`config.mk`:
```
export PLATFORM = sky130hd
export DESIGN_NAME = aab_exec
export DESIGN_NICKNAME = d
export VERILOG_FILES = /design/src/aab_exec.v
export VERILOG_INCLUDE_DIRS = /design/src /design/src/include
export SDC_FILE = /design/constraint.sdc
export NUM_CORES = 1
export LEC_CHECK = 0
export BUFFER_PORTS_ARGS = -buffer_cell sky130_fd_sc_hd__buf_2
export CORE_MARGIN = 2
export CORE_UTILIZATION = 40
export CTS_CLUSTER_DIAMETER = 30
export DETAILED_ROUTE_END_ITERATION = 8
export PLACE_DENSITY = 0.68
export SYNTH_ARGS = -nofsm -noshare
export SYNTH_HDL_FRONTEND = slang
export SYNTH_SLANG_ARGS = --single-unit
```
`constraint.sdc`:
```
create_clock -name clk -period 2 [get_ports clk]
set_input_delay 0.4 -clock clk [delete_from_list [all_inputs] [get_ports clk]]
set_output_delay 0.4 -clock clk [all_outputs]
set_load 0.01 [all_outputs]
```
`src/include/aab_defines.vh`:
```
// Constants for the add and bit-AND execution block
// Operation
// RULE_01 - Byte add is decoded from opcodes 02 (2 bytes, 4 cycles), 03 (2 bytes, 6 cycles) and 04/05/06 (3 bytes, 6 cycles).
// RULE_02 - Logical AND combines source and destination bit by bit and writes the result to the destination.
// RULE_03 - Each AND result bit is one only when both matching operand bits are one.
// RULE_04 - After AND, zero is set for a zero result and sign copies result bit 7.
// RULE_05 - After AND, overflow is cleared and carry, decimal-adjust and half-carry are kept.
// RULE_06 - Bit AND combines one selected bit with bit 0 of a working register and writes that one bit only.
// RULE_07 - Bit AND is opcode 67, 3 bytes, 6 cycles; byte two holds register, bit index and direction flag.
// RULE_08 - After bit AND, zero follows the result, sign is cleared, overflow is undefined, others kept.
// RULE_09 - Byte add writes the two's complement sum to the destination and leaves the source alone.
// RULE_10 - After add, overflow flags a sign change from same-sign operands; carry, zero, sign follow; decimal-adjust cleared.
// RULE_11 - After add, half-carry is set on a carry out of the low four bits.
`ifndef AAB_DEFINES_VH
`define AAB_DEFINES_VH
`define AAB_OP_ADD_RR   8'h02
`define AAB_OP_ADD_RIR  8'h03
`define AAB_OP_ADD_GG   8'h04
`define AAB_OP_ADD_GIG  8'h05
`define AAB_OP_ADD_GIM  8'h06
`define AAB_OP_AND_RR   8'h52
`define AAB_OP_AND_RIR  8'h53
`define AAB_OP_AND_GG   8'h54
`define AAB_OP_AND_GIG  8'h55
`define AAB_OP_AND_GIM  8'h56
`define AAB_OP_BAND     8'h67
`define AAB_CYC_SHORT   4'h4
`define AAB_CYC_LONG    4'h6
`define AAB_CNT_BIAS    4'h2
`define AAB_LEN_TWO     2'h2
`define AAB_LEN_THREE   2'h3
`define AAB_FLAG_C      7
`define AAB_FLAG_Z      6
`define AAB_FLAG_S      5
`define AAB_FLAG_V      4
`define AAB_FLAG_D      3
`define AAB_FLAG_H      2
`define AAB_BYTE2_DIR   0
`define AAB_BYTE2_BIT_LO 1
`define AAB_BYTE2_REG_LO 4
`define AAB_FLAGS_RESET 8'h00
`endif

```
`src/aab_exec.v`:
```
// Execution datapath for byte add, byte AND and bit AND
`timescale 1ns/1ps
`include "aab_defines.vh"
module aab_exec (
	// Clock and reset
	input  wire       clk,
	input  wire       rst,
	input  wire       ce,
	// Instruction issue
	input  wire       start,
	input  wire [7:0] opcode,
	input  wire [7:0] byte2,
	input  wire [7:0] dstVal,
	input  wire [7:0] srcVal,
	input  wire [7:0] flagsIn,
	// Results
	output reg        done,
	output reg        known,
	output reg  [7:0] result,
	output reg  [7:0] flagsOut,
	output reg        writeDst,
	output reg        writeWorking,
	output reg  [3:0] workingReg,
	output reg  [1:0] instrLen,
	output reg  [3:0] instrCycles,
	output reg        busy
);

	// Two states are enough: every op is one take, a count, then done
	localparam ST_IDLE = 1'b0;
	localparam ST_WAIT = 1'b1;

	reg       state;
	reg [3:0] count;
	reg [7:0] next_result;
	reg [7:0] next_flags;
	reg       next_known;
	reg       next_toWorking;
	reg [1:0] next_len;
	reg [3:0] next_cyc;
	// Widened sums carry out the carry and half-carry
	reg [8:0] sum;
	reg [4:0] lowSum;
	reg       bitRes;
	reg [2:0] bitIdx;
	reg       isAdd;
	reg       isAnd;
	reg       isBand;

	// Write targets held from the take until done releases them
	reg       dirWorking;
	reg       destWrite;

	// Opcode family test, shared by add and AND decoding
	function inFamily;
		input [7:0] op;
		input [7:0] base;
		begin
			inFamily = (op >= base) && (op <= base + 8'h04);
		end
	endfunction

	// Result-is-zero test, shared by the add and AND flag updates
	function isZero;
		input [7:0] v;
		begin
			isZero = (v == 8'h00);
		end
	endfunction

	// Pick one bit of a byte by index
	function pickBit;
		input [7:0] v;
		input [2:0] idx;
		begin
			pickBit = v[idx];
		end
	endfunction

	// Replace one bit of a byte, the other seven stay intact
	function [7:0] putBit;
		input [7:0] v;
		input [2:0] idx;
		input       b;
		begin
			putBit      = v;
			putBit[idx] = b;
		end
	endfunction

	// Instruction class, decoded once for the datapath below
	always @* begin
		isAdd  = inFamily(opcode, `AAB_OP_ADD_RR);
		isAnd  = inFamily(opcode, `AAB_OP_AND_RR);
		isBand = (opcode == `AAB_OP_BAND); // RULE_07
	end

	// Flags start from flagsIn so untouched bits pass through
	always @* begin
		next_result    = dstVal;
		next_flags     = flagsIn;
		next_known     = 1'b1;
		next_toWorking = 1'b0;
		next_len       = `AAB_LEN_THREE;
		next_cyc       = `AAB_CYC_LONG;
		sum            = {1'b0, dstVal} + {1'b0, srcVal};
		lowSum         = {1'b0, dstVal[3:0]} + {1'b0, srcVal[3:0]};
		bitIdx         = byte2[`AAB_BYTE2_BIT_LO+2:`AAB_BYTE2_BIT_LO];
		bitRes         = 1'b0;
		if (isAdd) begin
			if (opcode == `AAB_OP_ADD_RR) begin
				next_len = `AAB_LEN_TWO; // RULE_01
				next_cyc = `AAB_CYC_SHORT; // RULE_01
			end else if (opcode == `AAB_OP_ADD_RIR) begin
				next_len = `AAB_LEN_TWO; // RULE_01
			end
			next_result = sum[7:0]; // RULE_09
			next_flags[`AAB_FLAG_C] = sum[8]; // RULE_10
			next_flags[`AAB_FLAG_Z] = isZero(sum[7:0]); // RULE_10
			next_flags[`AAB_FLAG_S] = sum[7]; // RULE_10
			next_flags[`AAB_FLAG_V] = (dstVal[7] == srcVal[7]) && (sum[7] != dstVal[7]); // RULE_10
			next_flags[`AAB_FLAG_D] = 1'b0; // RULE_10
			next_flags[`AAB_FLAG_H] = lowSum[4]; // RULE_11
		end else if (isAnd) begin
			if (opcode == `AAB_OP_AND_RR) begin
				next_len = `AAB_LEN_TWO;
				next_cyc = `AAB_CYC_SHORT;
			end else if (opcode == `AAB_OP_AND_RIR) begin
				next_len = `AAB_LEN_TWO;
			end
			next_result = dstVal & srcVal; // RULE_02 RULE_03
			next_flags[`AAB_FLAG_Z] = isZero(dstVal & srcVal); // RULE_04
			next_flags[`AAB_FLAG_S] = dstVal[7] & srcVal[7]; // RULE_04
			next_flags[`AAB_FLAG_V] = 1'b0; // RULE_05
			next_flags[`AAB_FLAG_C] = flagsIn[`AAB_FLAG_C]; // RULE_05
			next_flags[`AAB_FLAG_D] = flagsIn[`AAB_FLAG_D]; // RULE_05
			next_flags[`AAB_FLAG_H] = flagsIn[`AAB_FLAG_H]; // RULE_05
		end else if (isBand) begin
			// Direction 0: working register is dst; 1: selected bit of dstVal is dst
			next_toWorking = ~byte2[`AAB_BYTE2_DIR]; // RULE_07
			if (!byte2[`AAB_BYTE2_DIR]) begin
				bitRes      = dstVal[0] & pickBit(srcVal, bitIdx); // RULE_06
				next_result = putBit(dstVal, 3'h0, bitRes); // RULE_06
			end else begin
				bitRes      = pickBit(dstVal, bitIdx) & srcVal[0]; // RULE_06
				next_result = putBit(dstVal, bitIdx, bitRes); // RULE_06
			end
			next_flags[`AAB_FLAG_Z] = ~bitRes; // RULE_08
			next_flags[`AAB_FLAG_S] = 1'b0; // RULE_08
			// Overflow is undefined here; holding it keeps results deterministic
			next_flags[`AAB_FLAG_V] = flagsIn[`AAB_FLAG_V]; // RULE_08
			next_flags[`AAB_FLAG_C] = flagsIn[`AAB_FLAG_C]; // RULE_08
			next_flags[`AAB_FLAG_D] = flagsIn[`AAB_FLAG_D]; // RULE_08
			next_flags[`AAB_FLAG_H] = flagsIn[`AAB_FLAG_H]; // RULE_08
		end else begin
			// Unknown opcodes run the short count with no write strobes
			next_known = 1'b0;
			next_len   = 2'h1;
			next_cyc   = `AAB_CYC_SHORT;
		end
	end

	// ce gates all but reset, so a stalled core keeps its place
	always @(posedge clk) begin
		if (rst) begin
			state        <= ST_IDLE;
			count        <= 4'h0;
			done         <= 1'b0;
			known        <= 1'b0;
			result       <= 8'h00;
			flagsOut     <= `AAB_FLAGS_RESET;
			writeDst     <= 1'b0;
			writeWorking <= 1'b0;
			workingReg   <= 4'h0;
			instrLen     <= 2'h0;
			instrCycles  <= 4'h0;
			busy         <= 1'b0;
			dirWorking   <= 1'b0;
			destWrite    <= 1'b0;
		end else if (ce) begin
			done         <= 1'b0;
			writeDst     <= 1'b0;
			writeWorking <= 1'b0;
			case (state)
				ST_IDLE: begin
					if (start) begin
						// Operands are captured now; the result is held until done
						result      <= next_result;
						flagsOut    <= next_flags;
						known       <= next_known;
						instrLen    <= next_len;
						instrCycles <= next_cyc;
						workingReg  <= byte2[`AAB_BYTE2_REG_LO+3:`AAB_BYTE2_REG_LO]; // RULE_07
						writeWorking <= 1'b0;
						// The take and done edges fall outside the count
						count       <= next_cyc - `AAB_CNT_BIAS;
						busy        <= 1'b1;
						state       <= ST_WAIT;
						// Working-register target is remembered in known-path below
						writeDst    <= 1'b0;
						dirWorking  <= next_toWorking & next_known;
						destWrite   <= next_known & ~next_toWorking;
					end
				end
				ST_WAIT: begin
					// Write strobes leave with done so the register file sees one pulse
					if (count == 4'h0) begin
						state        <= ST_IDLE;
						busy         <= 1'b0;
						done         <= 1'b1; // RULE_01
						writeDst     <= destWrite;
						writeWorking <= dirWorking;
					end else begin
						count <= count - 4'h1;
					end
				end
				default: state <= ST_IDLE;
			endcase
		end
	end

endmodule // aab_exec

```
Yosys cells after proc, flatten, opt, wreduce, memory -nomap -nowiden. Index checks and enable logic that the tools add are counted.

RAM bits: 0. Input bits: 44. Word-level logic and storage cells: 105. Latch bits: 0. ROM bits: 0. Memories kept: 0. Register bits: 38.

Multiplexer cells: 51. Add/sub/neg operators: 4. Reduce and logical (&&, ||, !) cells: 10. $mul: 0. Shift-type cells: 0. Equality and inequality tests: 10. Magnitude comparators: 6. Bitwise logic cells: 10. Div/mod/pow operators: 0.

Operators with widths (count): $mux 8 (4); $mux 1 (25); $eq 8x7->1 const B (3); $eq 8x2->1 const B (2); $logic_not 8->1 (2); $mux 4 (4); $mux 2 (6); $mux 5 (2); $add 8x8->9 (1); $reduce_and 3->1 (3); $and 8x8->8 (1); $bwmux 8 (1); $ge 8x2->1 const B (1); $ge 8x7->1 const B (1); $le 8x3->1 const B (1); $le 8x7->1 const B (1); $pmux 1 s2 (4); $pmux 4 s2 (1); $bmux 1 s3 (2); $mux 6 (1); $add 4x4->5 (1); $and 1x1->1 (5); $logic_and 1x1->1 (4); $logic_not 4->1 (1); other kinds (10) (14).

Logic depth before layout (Yosys ltp).
Word-level depth: 11. Gate-level depth with buffers: 8. Mapped depth without buffers: 8.

Worst setup path after synthesis. OpenSTA, ideal clock, no wires.

Kind: in2reg. Start point: in dstVal[0]. End point: reg flagsOut[6]. Buffers on the path: 0. Data required time: 1.921 ns. Data arrival time: 2.076 ns. Slack: -0.155 ns. Cell stages on the path: 6. Setup time: 0.079 ns. Path through: ha_1 > fa_1 > or4_4 > nor3b_2 > nand4b_1 > a211oi_2.

Word-level cells in the longest chain between the ends: 11. Elaborated cells between the ends (all ways): 16. Those cells by class: 1 x add/sub; 9 x mux; 4 x bitwise; 2 x reduce/logical.

Ends and longest elaborated chain: start, declared (RTL line aab_exec.v:13) `input wire [7:0] dstVal,`; $bmux 1 s3 (RTL line aab_exec.v:76) `pickBit = v[idx];`; $mux 1 (not written as such) (RTL line aab_exec.v:76); $and 1x1->1 (RTL line aab_exec.v:145) `bitRes = pickBit(dstVal, bitIdx) & srcVal[0];`; $mux 1 (RTL line aab_exec.v:141) `` if (!byte2[`AAB_BYTE2_DIR]) begin ``; $mux 1 (RTL line aab_exec.v:138) `end else if (isBand) begin`; $mux 1 (RTL line aab_exec.v:124) `end else if (isAnd) begin`; $mux 1 (RTL line aab_exec.v:110) `if (isAdd) begin`; $not 1->1 (RTL line aab_exec.v:148) `` next_flags[`AAB_FLAG_Z] = ~bitRes; ``; $mux 5 (RTL line aab_exec.v:138); $mux 5 (RTL line aab_exec.v:124); $mux 6 (*) (RTL line aab_exec.v:110); end signal, assigned (RTL line aab_exec.v:171) `` flagsOut <= `AAB_FLAGS_RESET; ``; end signal, assigned (RTL line aab_exec.v:189) `flagsOut <= next_flags;`; end, declared (RTL line aab_exec.v:20) `output reg [7:0] flagsOut,`.

Every way passes the cells marked *; elsewhere a longest branch is shown, timed or not. The select of a mux whose other input is x is not followed. A chain may end at the register's enable or synchronous reset.

Worst setup path in the final report.
Start point: in srcVal[0]. End point: reg flagsOut[6].

Word-level cells in the longest chain between the ends: 11. Elaborated cells between the ends (all ways): 16. Those cells by class: 1 x add/sub; 9 x mux; 4 x bitwise; 2 x reduce/logical.

Ends and longest elaborated chain: start, declared (RTL line aab_exec.v:14) `input wire [7:0] srcVal,`; $bmux 1 s3 (RTL line aab_exec.v:76); $mux 1 (not written as such) (RTL line aab_exec.v:76); $and 1x1->1 (RTL line aab_exec.v:142) `bitRes = dstVal[0] & pickBit(srcVal, bitIdx);`; $mux 1 (RTL line aab_exec.v:141); $mux 1 (RTL line aab_exec.v:138); $mux 1 (RTL line aab_exec.v:124); $mux 1 (RTL line aab_exec.v:110); $not 1->1 (RTL line aab_exec.v:148); $mux 5 (RTL line aab_exec.v:138); $mux 5 (RTL line aab_exec.v:124); $mux 6 (*) (RTL line aab_exec.v:110).

Marks and branches as above.

==> metrics.cfg <==
[pwr]
power_leakage_nw = 1.425
max-vdd-ir-drop_mv = 0.4810
p_int_mw = 1.337
p_comb_share_pct = 25.9
power_switching_uw = 536.3
clock_power_share_pct = 33.9
seqPwrFrac_pct = 40.2
p_per_area_nw_per_um2 = 602.1
switching_share_pct = 28.63

[timing]
max_slew_margin_pct = 51.51
setup_viol = 0
skew_ps = 7.666
post-route-period-util_pct = 97.34
report.final.slew_viol_count = 0
rsz0062_at_grt = false
worst_slack_ps = 53.17
finalSetupTns_ps = 0
clock.fmax_mhz = 513.7
worstMarginPinSlew_ps = 724.7
min_period_ps = 1947
hold_violations = 0
hold_ws_ps = 349.4

[layout]
seq_area_um2 = 700.7
layout.nets = 436
fillers = 504
antenna_cells = 0
final_cell_count_no_fill = 455
drive_above_1_share_pct = 35.25
final_area_um2 = 3110
multi_input_area_um2 = 1514
area_growth_pct = 35.92

[global_routing]
use_met3_pct = 4.186
track_usage_pct = 21.34
grt_first_pass_wirelength_um = 10700
gr-total-overflow = 0
grt-busiest-layer = met2
grt_max_degree = 20
grt_pass1_vias = 2316
antenna_found_initial = 0
use_met2_pct = 35.88
use_met1_pct = 28.14

[worst_hold_path]
min_from = byte2[5]
whs_endpoint = workingReg[1]
hold_path_depth = 3
hold_path.class = primary input to flip-flop

[detailed_routing]
wl_per_cell_um = 14.40
dr.pass1.iters = 5
detail-route-antenna-nets = 0
wirelength_um = 6552
vias = 2456
viasPerCell = 5.398
drcViolationCount = 0
drtIter0Drc = 110

[floorplanning]
die_area_um2 = 6343
die_y_um = 79.64
die_x_um = 79.64
core_um2 = 5507
pin_count = 75
row_count = 27
initial_utilization_pct = 41.56

[critical_path]
slowest_delay_ps = 550
endpoint_kind = flip-flop
worst_r2r_path_depth = 8
critical_path_arrival_ps = 2150
r2r_start = count[0]
path_cells = buf_6 > ha_4 > fa_2 > or4_4 > nor3b_2 > nand4b_1 > a211oi_2
crit_required_ps = 2210
reg2reg_to = count[3]
cp_slowest_cell = or4_4
path_delay_family = simple AND/OR/NAND/NOR gates
crit_buf_inv = 1
worstSetupPathType = primary input to flip-flop
startpoint_type = primary input
cp_max_fo = 2
r2r_slack_ps = 250

[synth]
synth-edff-count = 0
syn-cell-area_um2 = 2288
synthArstFlopShare_pct = 0
synth_seq_cells = 35
yosys_warnings = 0
synth_cells = 281
yosys.area.top_type = dfxtp_1
synth_area_leaders = dfxtp_1, a21oi_1, ha_1
synth_common_cells = dfxtp_1, nand2_1, a21oi_1, nor2_1, o21ai_0
seq_area_frac_synth_pct = 30.62
avgSynthCellArea_um2 = 8.144
synth.distinct_cells = 54
synth_ff_type = dfxtp_1
synth.most_common_cell = dfxtp_1
netlist.area_leader.share_pct = 30.62

[placement]
place_congestion = 0.9062
preCtsSetupSlack_ps = -289.4
placed_area_um2 = 2974
place_inst = 447
io_buffers = 72
dpl.hpwl_um = 5181

[clock_tree]
cts_hold_buf = 0
clk_latency_ps = 280
cts_tree = done
cts_max_level = 2
clk_pin_slew_ps = 80
cts_buffer_depth = 2
numCtsBuffers = 5
cts-root-buf = clkbuf_8
cts_num_sinks = 35

[job]
max_cap_violations = 0

[status]
outcome = finished clean

per-layer routing:
metal / wire (µm) / up-vias
met3: 384 / 10
met2: 3000 / 80
met4: 104 / 0
li1: - / 1227
met1: 3063 / 1139
met5: 0 / -
registers in the layout (all words and copies together), names as in the netlist, 2 cells and up:
register     flops
count            4
flagsOut         8
instrCycles      2
result           8
workingReg       4
cell type report:
class                   count  area share, %
repair buffers            110          21.56
inverters                   6         0.7241
multi-input cells         224          48.67
clock inverters             3          1.408
well taps                  72          2.896
flip-flops and latches     35          22.53
clock buffers               5          2.212
how the worst max path moves through the flow:
stage | from | to | slack, ps | cells past startpoint
final | srcVal[0] | flagsOut[6] | 50 | 7
after global routing | dstVal[1] | flagsOut[6] | 2 | 8
after detailed placement | dstVal[0] | flagsOut[6] | -290 | 8
after floorplan | dstVal[0] | flagsOut[6] | -50 | 6
after global placement | dstVal[0] | flagsOut[6] | -240 | 8
after CTS | dstVal[0] | flagsOut[6] | 4 | 7
power by group through the flow:
stage | clock, mW | combinational, mW | sequential (mW)
finish | 0.634 | 0.486 | 0.753
global route | 0.685 | 0.538 | 0.757
CTS | 0.654 | 0.480 | 0.752
detailed placement | 0 | 0.478 | 0.769
global placement | 0 | 0.471 | 0.768
floorplan | 0 | 0.257 | 0.781
tightest hold or removal path: stages:
cell and delay (ps):
buf_2 90, nand2_1 50, a21oi_1 50
cells by family after synthesis:
family | share of synthesized area (%)
adder cells (fa/ha/maj) | 5.796
XOR/XNOR | 2.679
AND/OR/NAND/NOR | 27.72
other | 0.1639
AO/OA/AOI/OAI | 20.07
multiplexers | 8.256
flip-flops | 30.62
buffers and inverters | 4.702
repair_timing:
item | in CTS | in global routing
setup endpoints to repair | 0 | 4
endpoints found under the hold margin | 0 | 0
gates resized for setup | 0 | 6
setup buffers | 0 | 0
cell usage in the layout (no fill, tap or decap), types with 3 or more instances in the layout:
cell / count
a22o_1: 3
clkbuf_8: 5
nand3_1: 7
nand2b_1: 3
mux4_2: 3
nor4_1: 7
mux2i_1: 11
a21o_1: 6
a211oi_1: 5
inv_1: 6
and3_1: 7
ha_1: 8
buf_4: 37
and2_1: 4
buf_2: 70
o21ai_0: 15
a21oi_1: 26
a211o_1: 3
dfxtp_1: 35
xnor2_1: 5
nand2_1: 30
nor2b_1: 5
nor3_1: 10
nor2_1: 25
per-stage QoR:
step,utilization (%),total power [mW]
4_1_cts,56.06,1.886
3_3_place_gp,54.01,1.239
5_1_grt,56.49,1.980
2_1_floorplan,-,1.038
3_5_place_dp,54.01,1.246
6_report,56.49,1.873
Power figures use the tool's default switching activity.
